### src/shared/seeadr_consts.vh
// Constants for the serial EEPROM two-wire addressing front end
`ifndef SEEADR_CONSTS_VH
`define SEEADR_CONSTS_VH
`define SEEADR_TYPE_MSB       7
`define SEEADR_TYPE_LSB       4
`define SEEADR_BLK_HI_BIT     3
`define SEEADR_BLK_SEL_BIT    2
`define SEEADR_BLK_TOP_BIT    1
`define SEEADR_RW_BIT         0
`define SEEADR_BLK_HI_VAL     1'b0
`define SEEADR_RW_READ        1'b1
`define SEEADR_ADDR_W         17
`define SEEADR_PROG_TIME_MS   10
`define SEEADR_CLK_MHZ        100
`define SEEADR_PROG_CYCLES    (`SEEADR_PROG_TIME_MS * 1000 * `SEEADR_CLK_MHZ)
`define SEEADR_ST_IDLE        3'h0
`define SEEADR_ST_SLAVE       3'h1
`define SEEADR_ST_ADDR_HI     3'h2
`define SEEADR_ST_ADDR_LO     3'h3
`define SEEADR_ST_DATA        3'h4
`define SEEADR_ST_IGNORE      3'h5
`endif

### src/logic/seeadr_slave.v
// Two-wire slave front end: START/STOP, slave address decode, array address, ack
`timescale 1ns/1ps
`include "seeadr_consts.vh"
module seeadr_slave #(
	parameter [3:0] TYPE_CODE   = 4'h5,
	parameter       PROG_CYCLES = `SEEADR_PROG_CYCLES
) (
	// Clock and control
	input  wire        CLK_IN,
	input  wire        SYS_RST_IN,
	input  wire        CE_IN,
	// Two-wire bus pins
	input  wire        SCL_IN,
	input  wire        SDA_IN,
	output wire        SDA_OUT,
	output wire        SDA_OE_OUT,
	// Strap pins
	input  wire        CHIP_SELECT_PIN_IN,
	input  wire        WP_IN,
	// Decoded request
	output reg  [16:0] ARRAY_ADDR_OUT,
	output reg         READ_REQ_OUT,
	output reg         ADDR_VALID_OUT,
	// Received write data stream
	output wire        WDATA_VALID_OUT,
	input  wire        WDATA_READY_IN,
	output wire [7:0]  WDATA_OUT,
	// Program cycle status
	output wire        PROG_BUSY_OUT
);
	reg [1:0]  scl_s_q;
	reg [1:0]  sda_s_q;
	reg [1:0]  cs_s_q;
	reg [1:0]  wp_s_q;
	reg        scl_q;
	reg        sda_q;
	reg [2:0]  st_q;
	reg [3:0]  bit_q;
	reg [7:0]  sh_q;
	reg        ack_q;
	reg        wr_seen_q;
	reg        rd_q;
	reg        top_q;
	reg [31:0] prog_q;
	reg        push_q;
	reg [7:0]  push_data_q;
	wire       scl_rise;
	wire       scl_fall;
	wire       start_ev;
	wire       stop_ev;
	wire [7:0] byte_w;
	wire       buf_ready;
	wire       sel_match;

	// Timer is 32 bits wide; the reload is sized to match it
	localparam [31:0] PROG_LOAD = PROG_CYCLES;

	// Pins are asynchronous to CLK_IN: two stages before use
	// CE_IN low also freezes these stages, so pin edges in that window are seen late and pulses inside it are missed
	always @(posedge CLK_IN) begin
		if (SYS_RST_IN) begin
			scl_s_q <= 2'h3;
			sda_s_q <= 2'h3;
			cs_s_q  <= 2'h0;
			wp_s_q  <= 2'h0;
			scl_q   <= 1'b1;
			sda_q   <= 1'b1;
		end else if (CE_IN) begin
			scl_s_q <= {scl_s_q[0], SCL_IN};
			sda_s_q <= {sda_s_q[0], SDA_IN};
			cs_s_q  <= {cs_s_q[0], CHIP_SELECT_PIN_IN};
			wp_s_q  <= {wp_s_q[0], WP_IN};
			scl_q   <= scl_s_q[1];
			sda_q   <= sda_s_q[1];
		end
	end

	assign scl_rise = scl_s_q[1] && !scl_q;
	assign scl_fall = !scl_s_q[1] && scl_q;
	// Data edges with clock high mark framing, not data
	assign start_ev = scl_s_q[1] && scl_q && sda_q && !sda_s_q[1];
	assign stop_ev  = scl_s_q[1] && scl_q && !sda_q && sda_s_q[1];
	assign byte_w   = {sh_q[6:0], sda_s_q[1]};

	// Type, constant zero and select pin must all agree
	// Decided at the eighth falling edge, when sh_q holds the whole byte
	assign sel_match = (sh_q[`SEEADR_TYPE_MSB:`SEEADR_TYPE_LSB] == TYPE_CODE) &&
		(sh_q[`SEEADR_BLK_HI_BIT] == `SEEADR_BLK_HI_VAL) &&
		(sh_q[`SEEADR_BLK_SEL_BIT] == cs_s_q[1]);

	assign PROG_BUSY_OUT = (prog_q != 32'h0000_0000);
	// Open drain: only ever drive low
	assign SDA_OUT    = 1'b0;
	assign SDA_OE_OUT = ack_q;

	always @(posedge CLK_IN) begin
		if (SYS_RST_IN) begin
			st_q           <= `SEEADR_ST_IDLE;
			bit_q          <= 4'h0;
			sh_q           <= 8'h00;
			ack_q          <= 1'b0;
			wr_seen_q      <= 1'b0;
			rd_q           <= 1'b0;
			top_q          <= 1'b0;
			prog_q         <= 32'h0000_0000;
			push_q         <= 1'b0;
			push_data_q    <= 8'h00;
			ARRAY_ADDR_OUT <= 17'h0_0000;
			READ_REQ_OUT   <= 1'b0;
			ADDR_VALID_OUT <= 1'b0;
		end else if (CE_IN) begin
			if (push_q && buf_ready)
				push_q <= 1'b0;
			if (prog_q != 32'h0000_0000)
				prog_q <= prog_q - 32'h0000_0001;
			if (start_ev) begin
				// A repeated START drops any address taken so far
				st_q           <= `SEEADR_ST_SLAVE;
				bit_q          <= 4'h0;
				ack_q          <= 1'b0;
				ADDR_VALID_OUT <= 1'b0;
			end else if (stop_ev) begin
				// Program cycle starts only if a write byte was really taken
				if (wr_seen_q)
					prog_q <= PROG_LOAD;
				wr_seen_q      <= 1'b0;
				st_q           <= `SEEADR_ST_IDLE;
				ack_q          <= 1'b0;
				ADDR_VALID_OUT <= 1'b0;
			end else if (st_q != `SEEADR_ST_IDLE && st_q != `SEEADR_ST_IGNORE) begin
				if (scl_rise && bit_q < 4'h8) begin
					sh_q  <= byte_w;
					bit_q <= bit_q + 4'h1;
				end else if (scl_fall && bit_q == 4'h8) begin
					bit_q <= 4'h9;
					case (st_q)
						`SEEADR_ST_SLAVE: begin
							if (sel_match && !PROG_BUSY_OUT) begin
								ack_q <= 1'b1;
								rd_q  <= (sh_q[`SEEADR_RW_BIT] == `SEEADR_RW_READ);
								top_q <= sh_q[`SEEADR_BLK_TOP_BIT];
							end else begin
								st_q <= `SEEADR_ST_IGNORE;
							end
						end
						`SEEADR_ST_ADDR_HI: begin
							ack_q                <= 1'b1;
							ARRAY_ADDR_OUT[16]   <= top_q;
							ARRAY_ADDR_OUT[15:8] <= sh_q;
						end
						`SEEADR_ST_ADDR_LO: begin
							ack_q               <= 1'b1;
							ARRAY_ADDR_OUT[7:0] <= sh_q;
							// Direction only: no read data is sent from this block
							READ_REQ_OUT        <= rd_q;
							ADDR_VALID_OUT      <= 1'b1;
						end
						`SEEADR_ST_DATA: begin
							// Protected or stalled data bytes get no acknowledge
							if (!wp_s_q[1] && !rd_q && !push_q) begin
								ack_q       <= 1'b1;
								push_q      <= 1'b1;
								push_data_q <= sh_q;
								wr_seen_q   <= 1'b1;
							end
						end
						default: begin
							st_q <= `SEEADR_ST_IGNORE;
						end
					endcase
				end else if (scl_fall && bit_q == 4'h9) begin
					// Release after the ninth clock
					ack_q <= 1'b0;
					bit_q <= 4'h0;
					case (st_q)
						`SEEADR_ST_SLAVE:   st_q <= `SEEADR_ST_ADDR_HI;
						`SEEADR_ST_ADDR_HI: st_q <= `SEEADR_ST_ADDR_LO;
						`SEEADR_ST_ADDR_LO: st_q <= `SEEADR_ST_DATA;
						default:            st_q <= st_q;
					endcase
				end
			end
		end
	end

	// Second entry lets a byte wait while the next one is shifted in
	seeadr_buf2 #(
		.WIDTH(8)
	) u_buf (
		.clk_in        (CLK_IN),
		.rst_in        (SYS_RST_IN),
		.ce_in         (CE_IN),
		.in_valid_in   (push_q),
		.in_ready_out  (buf_ready),
		.in_data_in    (push_data_q),
		.out_valid_out (WDATA_VALID_OUT),
		.out_ready_in  (WDATA_READY_IN),
		.out_data_out  (WDATA_OUT)
	);
endmodule // seeadr_slave

### src/logic/seeadr_buf2.v
// Two-entry valid/ready buffer
`timescale 1ns/1ps
module seeadr_buf2 #(
	parameter WIDTH = 8
) (
	input  wire             clk_in,
	input  wire             rst_in,
	input  wire             ce_in,
	input  wire             in_valid_in,
	output wire             in_ready_out,
	input  wire [WIDTH-1:0] in_data_in,
	output wire             out_valid_out,
	input  wire             out_ready_in,
	output wire [WIDTH-1:0] out_data_out
);
	reg [WIDTH-1:0] mem_q [0:1];
	reg             wp_q;
	reg             rp_q;
	reg [1:0]       cnt_q;
	wire            push;
	wire            pop;

	assign in_ready_out  = (cnt_q != 2'h2);
	assign out_valid_out = (cnt_q != 2'h0);
	assign out_data_out  = mem_q[rp_q];
	assign push          = in_valid_in && in_ready_out;
	assign pop           = out_valid_out && out_ready_in;

	always @(posedge clk_in) begin
		if (rst_in) begin
			wp_q  <= 1'b0;
			rp_q  <= 1'b0;
			cnt_q <= 2'h0;
		end else if (ce_in) begin
			if (push) begin
				mem_q[wp_q] <= in_data_in;
				wp_q        <= ~wp_q;
			end
			if (pop)
				rp_q <= ~rp_q;
			if (push && !pop)
				cnt_q <= cnt_q + 2'h1;
			else if (pop && !push)
				cnt_q <= cnt_q - 2'h1;
		end
	end
endmodule // seeadr_buf2

### config.mk
export PLATFORM = sky130hd
export DESIGN_NAME = seeadr_slave
export DESIGN_NICKNAME = d
export VERILOG_FILES = /design/src/logic/seeadr_slave.v /design/src/logic/seeadr_buf2.v
export VERILOG_INCLUDE_DIRS = /design/src /design/src/shared
export SDC_FILE = /design/constraint.sdc
export NUM_CORES = 1
export LEC_CHECK = 0
export BUFFER_PORTS_ARGS = -buffer_cell sky130_fd_sc_hd__buf_4
export CAP_MARGIN = 10
export CORE_MARGIN = 2
export CORE_UTILIZATION = 50
export CTS_BUF_LIST = sky130_fd_sc_hd__clkbuf_8
export DETAILED_ROUTE_END_ITERATION = 16
export MAX_ROUTING_LAYER = met4
export PLACE_DENSITY = 0.68
export SYNTH_ARGS = -nofsm -noshare
export SYNTH_HDL_FRONTEND = slang
export SYNTH_SLANG_ARGS = --single-unit
### constraint.sdc
create_clock -name CLK_IN -period 3 [get_ports CLK_IN]
set_input_delay 0.3 -clock CLK_IN [delete_from_list [all_inputs] [get_ports CLK_IN]]
set_output_delay 0.3 -clock CLK_IN [all_outputs]
set_load 0.05 [all_outputs]
==> results by group <==
Worst hold path
  – Class of the tightest hold or removal check: input port to flop
  – Cell depth of the worst hold path: 3

Run
  – Number of max-capacitance violations reported: 0

Yosys
  – Cell count after synthesis: between 500 and 600
  – Yosys Warn Count: 0
  – Netlist area before placement: a little under 0.005 sq mm
  – Cell taking the most area after synthesis: sky130_fd_sc_hd__dfxtp_1
  – Synth Net Count: just over 500
  – Sequential element share of the synthesized area: 0.483
  – Most instantiated flip-flop cell in the synthesis netlist: sky130_fd_sc_hd__dfxtp_1
  – Number of flip-flops and latches in the synthesized netlist: 110
  – Area share of the leading cell type in the synthesized netlist: 0.385
  – Main area contributors after synthesis: sky130_fd_sc_hd__dfxtp_1, sky130_fd_sc_hd__edfxtp_1, sky130_fd_sc_hd__mux2i_1
  – Post-synthesis cell type count: 56
  – Mean post-synth cell area: ~9.7 sq um
  – Proportion of synthesized flip-flops having asynchronous set or reset: 0
  – EDFF count, synth: 16

Floorplan
  – Die Outline Area: 0.0106 sq mm
  – Core region area: just under 0.01 sq mm
  – Initial Util: 0.507
  – Horizontal die dimension: around 100 um
  – Number of ports placed on the die boundary: 39
  – Rows: 36
  – Die H: around 100 um

Clocking
  – Hold Buf Count CTS: 0
  – Clock Tree Root: sky130_fd_sc_hd__clkbuf_8
  – Cts repair resizes: 0
  – Number of clock buffers inserted by TritonCTS: 9
  – # Post-CTS Setup Buffers: 0
  – H-tree lvl count: 3
  – Skew-Pair Late Insertion Delay: approximately 0.4 ns
  – Clock tree from TritonCTS: built
  – Clock sink count: 110
  – Maximum number of buffers from clock root to sink: 2
  – Clock-pin transition on the worst setup and hold timing paths: ~0.11 ns

STA
  – Final worst path period share: 0.901
  – Setup repair after global routing missed its margin: false
  – Worst Tran Pin Value: between 0.6 and 0.7 ns
  – Relative slew slack: 0.544
  – Worst hold-check slack: 0.119 ns
  – Final Hold Viols: 0
  – Slew Viols, Final: 0
  – Clock tree skew after final layout: between 0.01 and 0.015 ns
  – Post-layout minimum cycle time: around 2.7 ns
  – Accumulated negative setup slack: 0 ns
  – Final setup viols: 0
  – Timing-limited maximum frequency: 0.370 GHz

Layout
  – Fraction of final layout cells with drive strength greater than 1: 0.152
  – Area growth, synth to finish: 13.0%
  – Most frequent standard cell in the layout excluding fill and tap cells: sky130_fd_sc_hd__dfxtp_1
  – Antenna diode instance count: 0
  – Final design instance area without fill: approximately 0.0055 sq mm
  – Most used cells in the layout excluding fill and tap cells: sky130_fd_sc_hd__dfxtp_1, sky130_fd_sc_hd__nor2_1, sky130_fd_sc_hd__buf_4, sky130_fd_sc_hd__mux2i_1, sky130_fd_sc_hd__a21oi_1
  – Final-stage net count: ~550

Route
  – Drt initial violations: 150
  – Routed wire length: 10.3 mm
  – Final routed DRC violation total: 0
  – Via density: 5.57
  – Vias after detailed routing: around 3800
  – Remaining antenna violation count after routing: 0
  – Detailed-router iteration count before antenna repair: 4
  – Average wire length per cell after detail routing: around 15 um

GRT
  – Initial antenna violation count: 0
  – Number of global-route vias before repair: ~3400
  – Overall global routing resource usage: 0.214
  – Maximum number of pins on one net before global-route repair: 55
  – Wire length of the first global-routing pass: roughly 17 mm
  – Overflow left after global routing: 0

Placement
  – Detail Placement HPWL: just over 7 mm
  – DP Area: 0.00531 sq mm
  – Number of port buffers: 37
  – Placer Congestion: about 0.84

Critical path
  – Stages on the worst setup path: 5
  – Family of cells with the greatest summed delay on the critical path: simple AND/OR/NAND/NOR gates
  – Master of the slowest instance on the critical path: sky130_fd_sc_hd__or4_1
  – Setup CP Type: flop to output port
  – FF-to-FF setup slack: about 0.46 ns
  – Most repeated library cell on the critical path: sky130_fd_sc_hd__buf_4
  – Critical path endpoint category: output port
  – Data required time of the critical path: approximately 2.7 ns
  – Worst R2R Path Depth: 6
  – Critical path launch point type: flop
  – Critical path buffers and inverters: 2
  – Crit path cell chain: or4_1, nand4bb_1, buf_4, or2_2, buf_4
  – Critical path peak fanout: 19
  – Maximum single-stage delay on the critical path: between 0.6 and 0.7 ns
  – CP Data Arrival Time: approximately 2.4 ns

Power
  – Leakage power total: 0.00208 uW
  – Total power draw: ~4300 uW
  – Maximum vdd drop: between 0.0004 and 0.0005 V
  – PwrDens: roughly 770 mW/mm^2

Status
  – Status: completed
flip-flops by register name, indices dropped and copies added, names as in the netlist, 2 cells and up, named ones only:
register / cells
u_buf.cnt_q: 2
st_q: 3
scl_s_q: 2
bit_q: 4
ARRAY_ADDR_OUT: 17
cs_s_q: 2
prog_q: 32
push_data_q: 8
u_buf.mem_q: 16
sh_q: 8
sda_s_q: 2
wp_s_q: 2
synth_stat cells (5+ instances only):
| master | instances |
|---|---|
| sky130_fd_sc_hd__and2_1 | 5 |
| sky130_fd_sc_hd__dfxtp_1 | 94 |
| sky130_fd_sc_hd__inv_1 | 8 |
| sky130_fd_sc_hd__a31oi_1 | 7 |
| sky130_fd_sc_hd__or3_1 | 14 |
| sky130_fd_sc_hd__or4_1 | 9 |
| sky130_fd_sc_hd__nand2_1 | 22 |
| sky130_fd_sc_hd__xor2_1 | 15 |
| sky130_fd_sc_hd__nor3_1 | 9 |
| sky130_fd_sc_hd__o31ai_1 | 7 |
| sky130_fd_sc_hd__nand4b_1 | 7 |
| sky130_fd_sc_hd__o211ai_1 | 6 |
| sky130_fd_sc_hd__or2_2 | 5 |
| sky130_fd_sc_hd__and3_1 | 5 |
| sky130_fd_sc_hd__nand3_1 | 6 |
| sky130_fd_sc_hd__ha_1 | 5 |
| sky130_fd_sc_hd__nand2b_1 | 5 |
| sky130_fd_sc_hd__buf_2 | 5 |
| sky130_fd_sc_hd__clkbuf_1 | 22 |
| sky130_fd_sc_hd__a21oi_1 | 26 |
| sky130_fd_sc_hd__mux2i_1 | 45 |
| sky130_fd_sc_hd__o2111ai_1 | 7 |
| sky130_fd_sc_hd__nor4_1 | 6 |
| sky130_fd_sc_hd__mux2_2 | 10 |
| sky130_fd_sc_hd__o21ai_0 | 19 |
| sky130_fd_sc_hd__nor2_1 | 74 |
| sky130_fd_sc_hd__edfxtp_1 | 16 |
final timing paths:
path | endpoint | from
min | sda_s_q[0]$_SDFFE_PP1P_ | SDA_IN
max reg2reg | prog_q[9]$_SDFFE_PP0P_ | prog_q[8]$_SDFFE_PP0P_
max | PROG_BUSY_OUT | prog_q[8]$_SDFFE_PP0P_
min reg2reg | u_buf.mem_q[1][2]$_DFFE_PP_ | push_data_q[2]$_SDFFE_PP0P_
through the flow:
step / worst slack [ns] / instances / util
6_report: 0.298 / 674 / 0.573
5_1_grt: 0.200 / 674 / 0.573
4_1_cts: 0.288 / 674 / 0.573
3_5_place_dp: 0.517 / 658 / 0.551
3_3_place_gp: 0.644 / 658 / 0.551
2_1_floorplan: 0.753 / 506 / -
power by group:
| part | internal [uW] | switching (uW) | total [uW] |
|---|---|---|---|
| sequential | 1640 | 160 | 1800 |
| clock | 409 | 547 | 956 |
| combinational | 583 | 915 | 1500 |
metal layers:
layer  global-route usage  vias up  wire length [um]
li1                     -     1903                 -
met1                0.289     1780              5060
met2                0.316       59              4730
met3               0.0556        9               381
met4               0.0668        0               136
met5                    -        -                 0
kinds of logic (layout without fill, tap and decap cells):
group | Yosys count | count (layout) | share of synthesized area
mux | 55 | 55 | 0.115
other cells | 1 | 1 | 0.000767
simple gates | 184 | 184 | 0.196
compound gates | 94 | 94 | 0.127
flops | 110 | 110 | 0.483
buf+inv | 38 | 73 | 0.0312
fa+ha+maj | 5 | 5 | 0.0128
xor+xnor | 19 | 19 | 0.0340
worst min-delay path: stages:
cell and delay [ns]:
sky130_fd_sc_hd__buf_4 0.08, sky130_fd_sc_hd__mux2i_1 0.06, sky130_fd_sc_hd__nand2_1 0.06
final cells by class:
cell class / instances / area, sq um
sequential: 110 / 2360
clock inverter: 7 / 92.6
clock buffer: 9 / 124
inverter: 9 / 33.8
fill: 912 / 4120
multi-input combinational: 358 / 2380
timing repair buffer: 48 / 360
tap: 133 / 166
(Power assumes the default switching activity.)
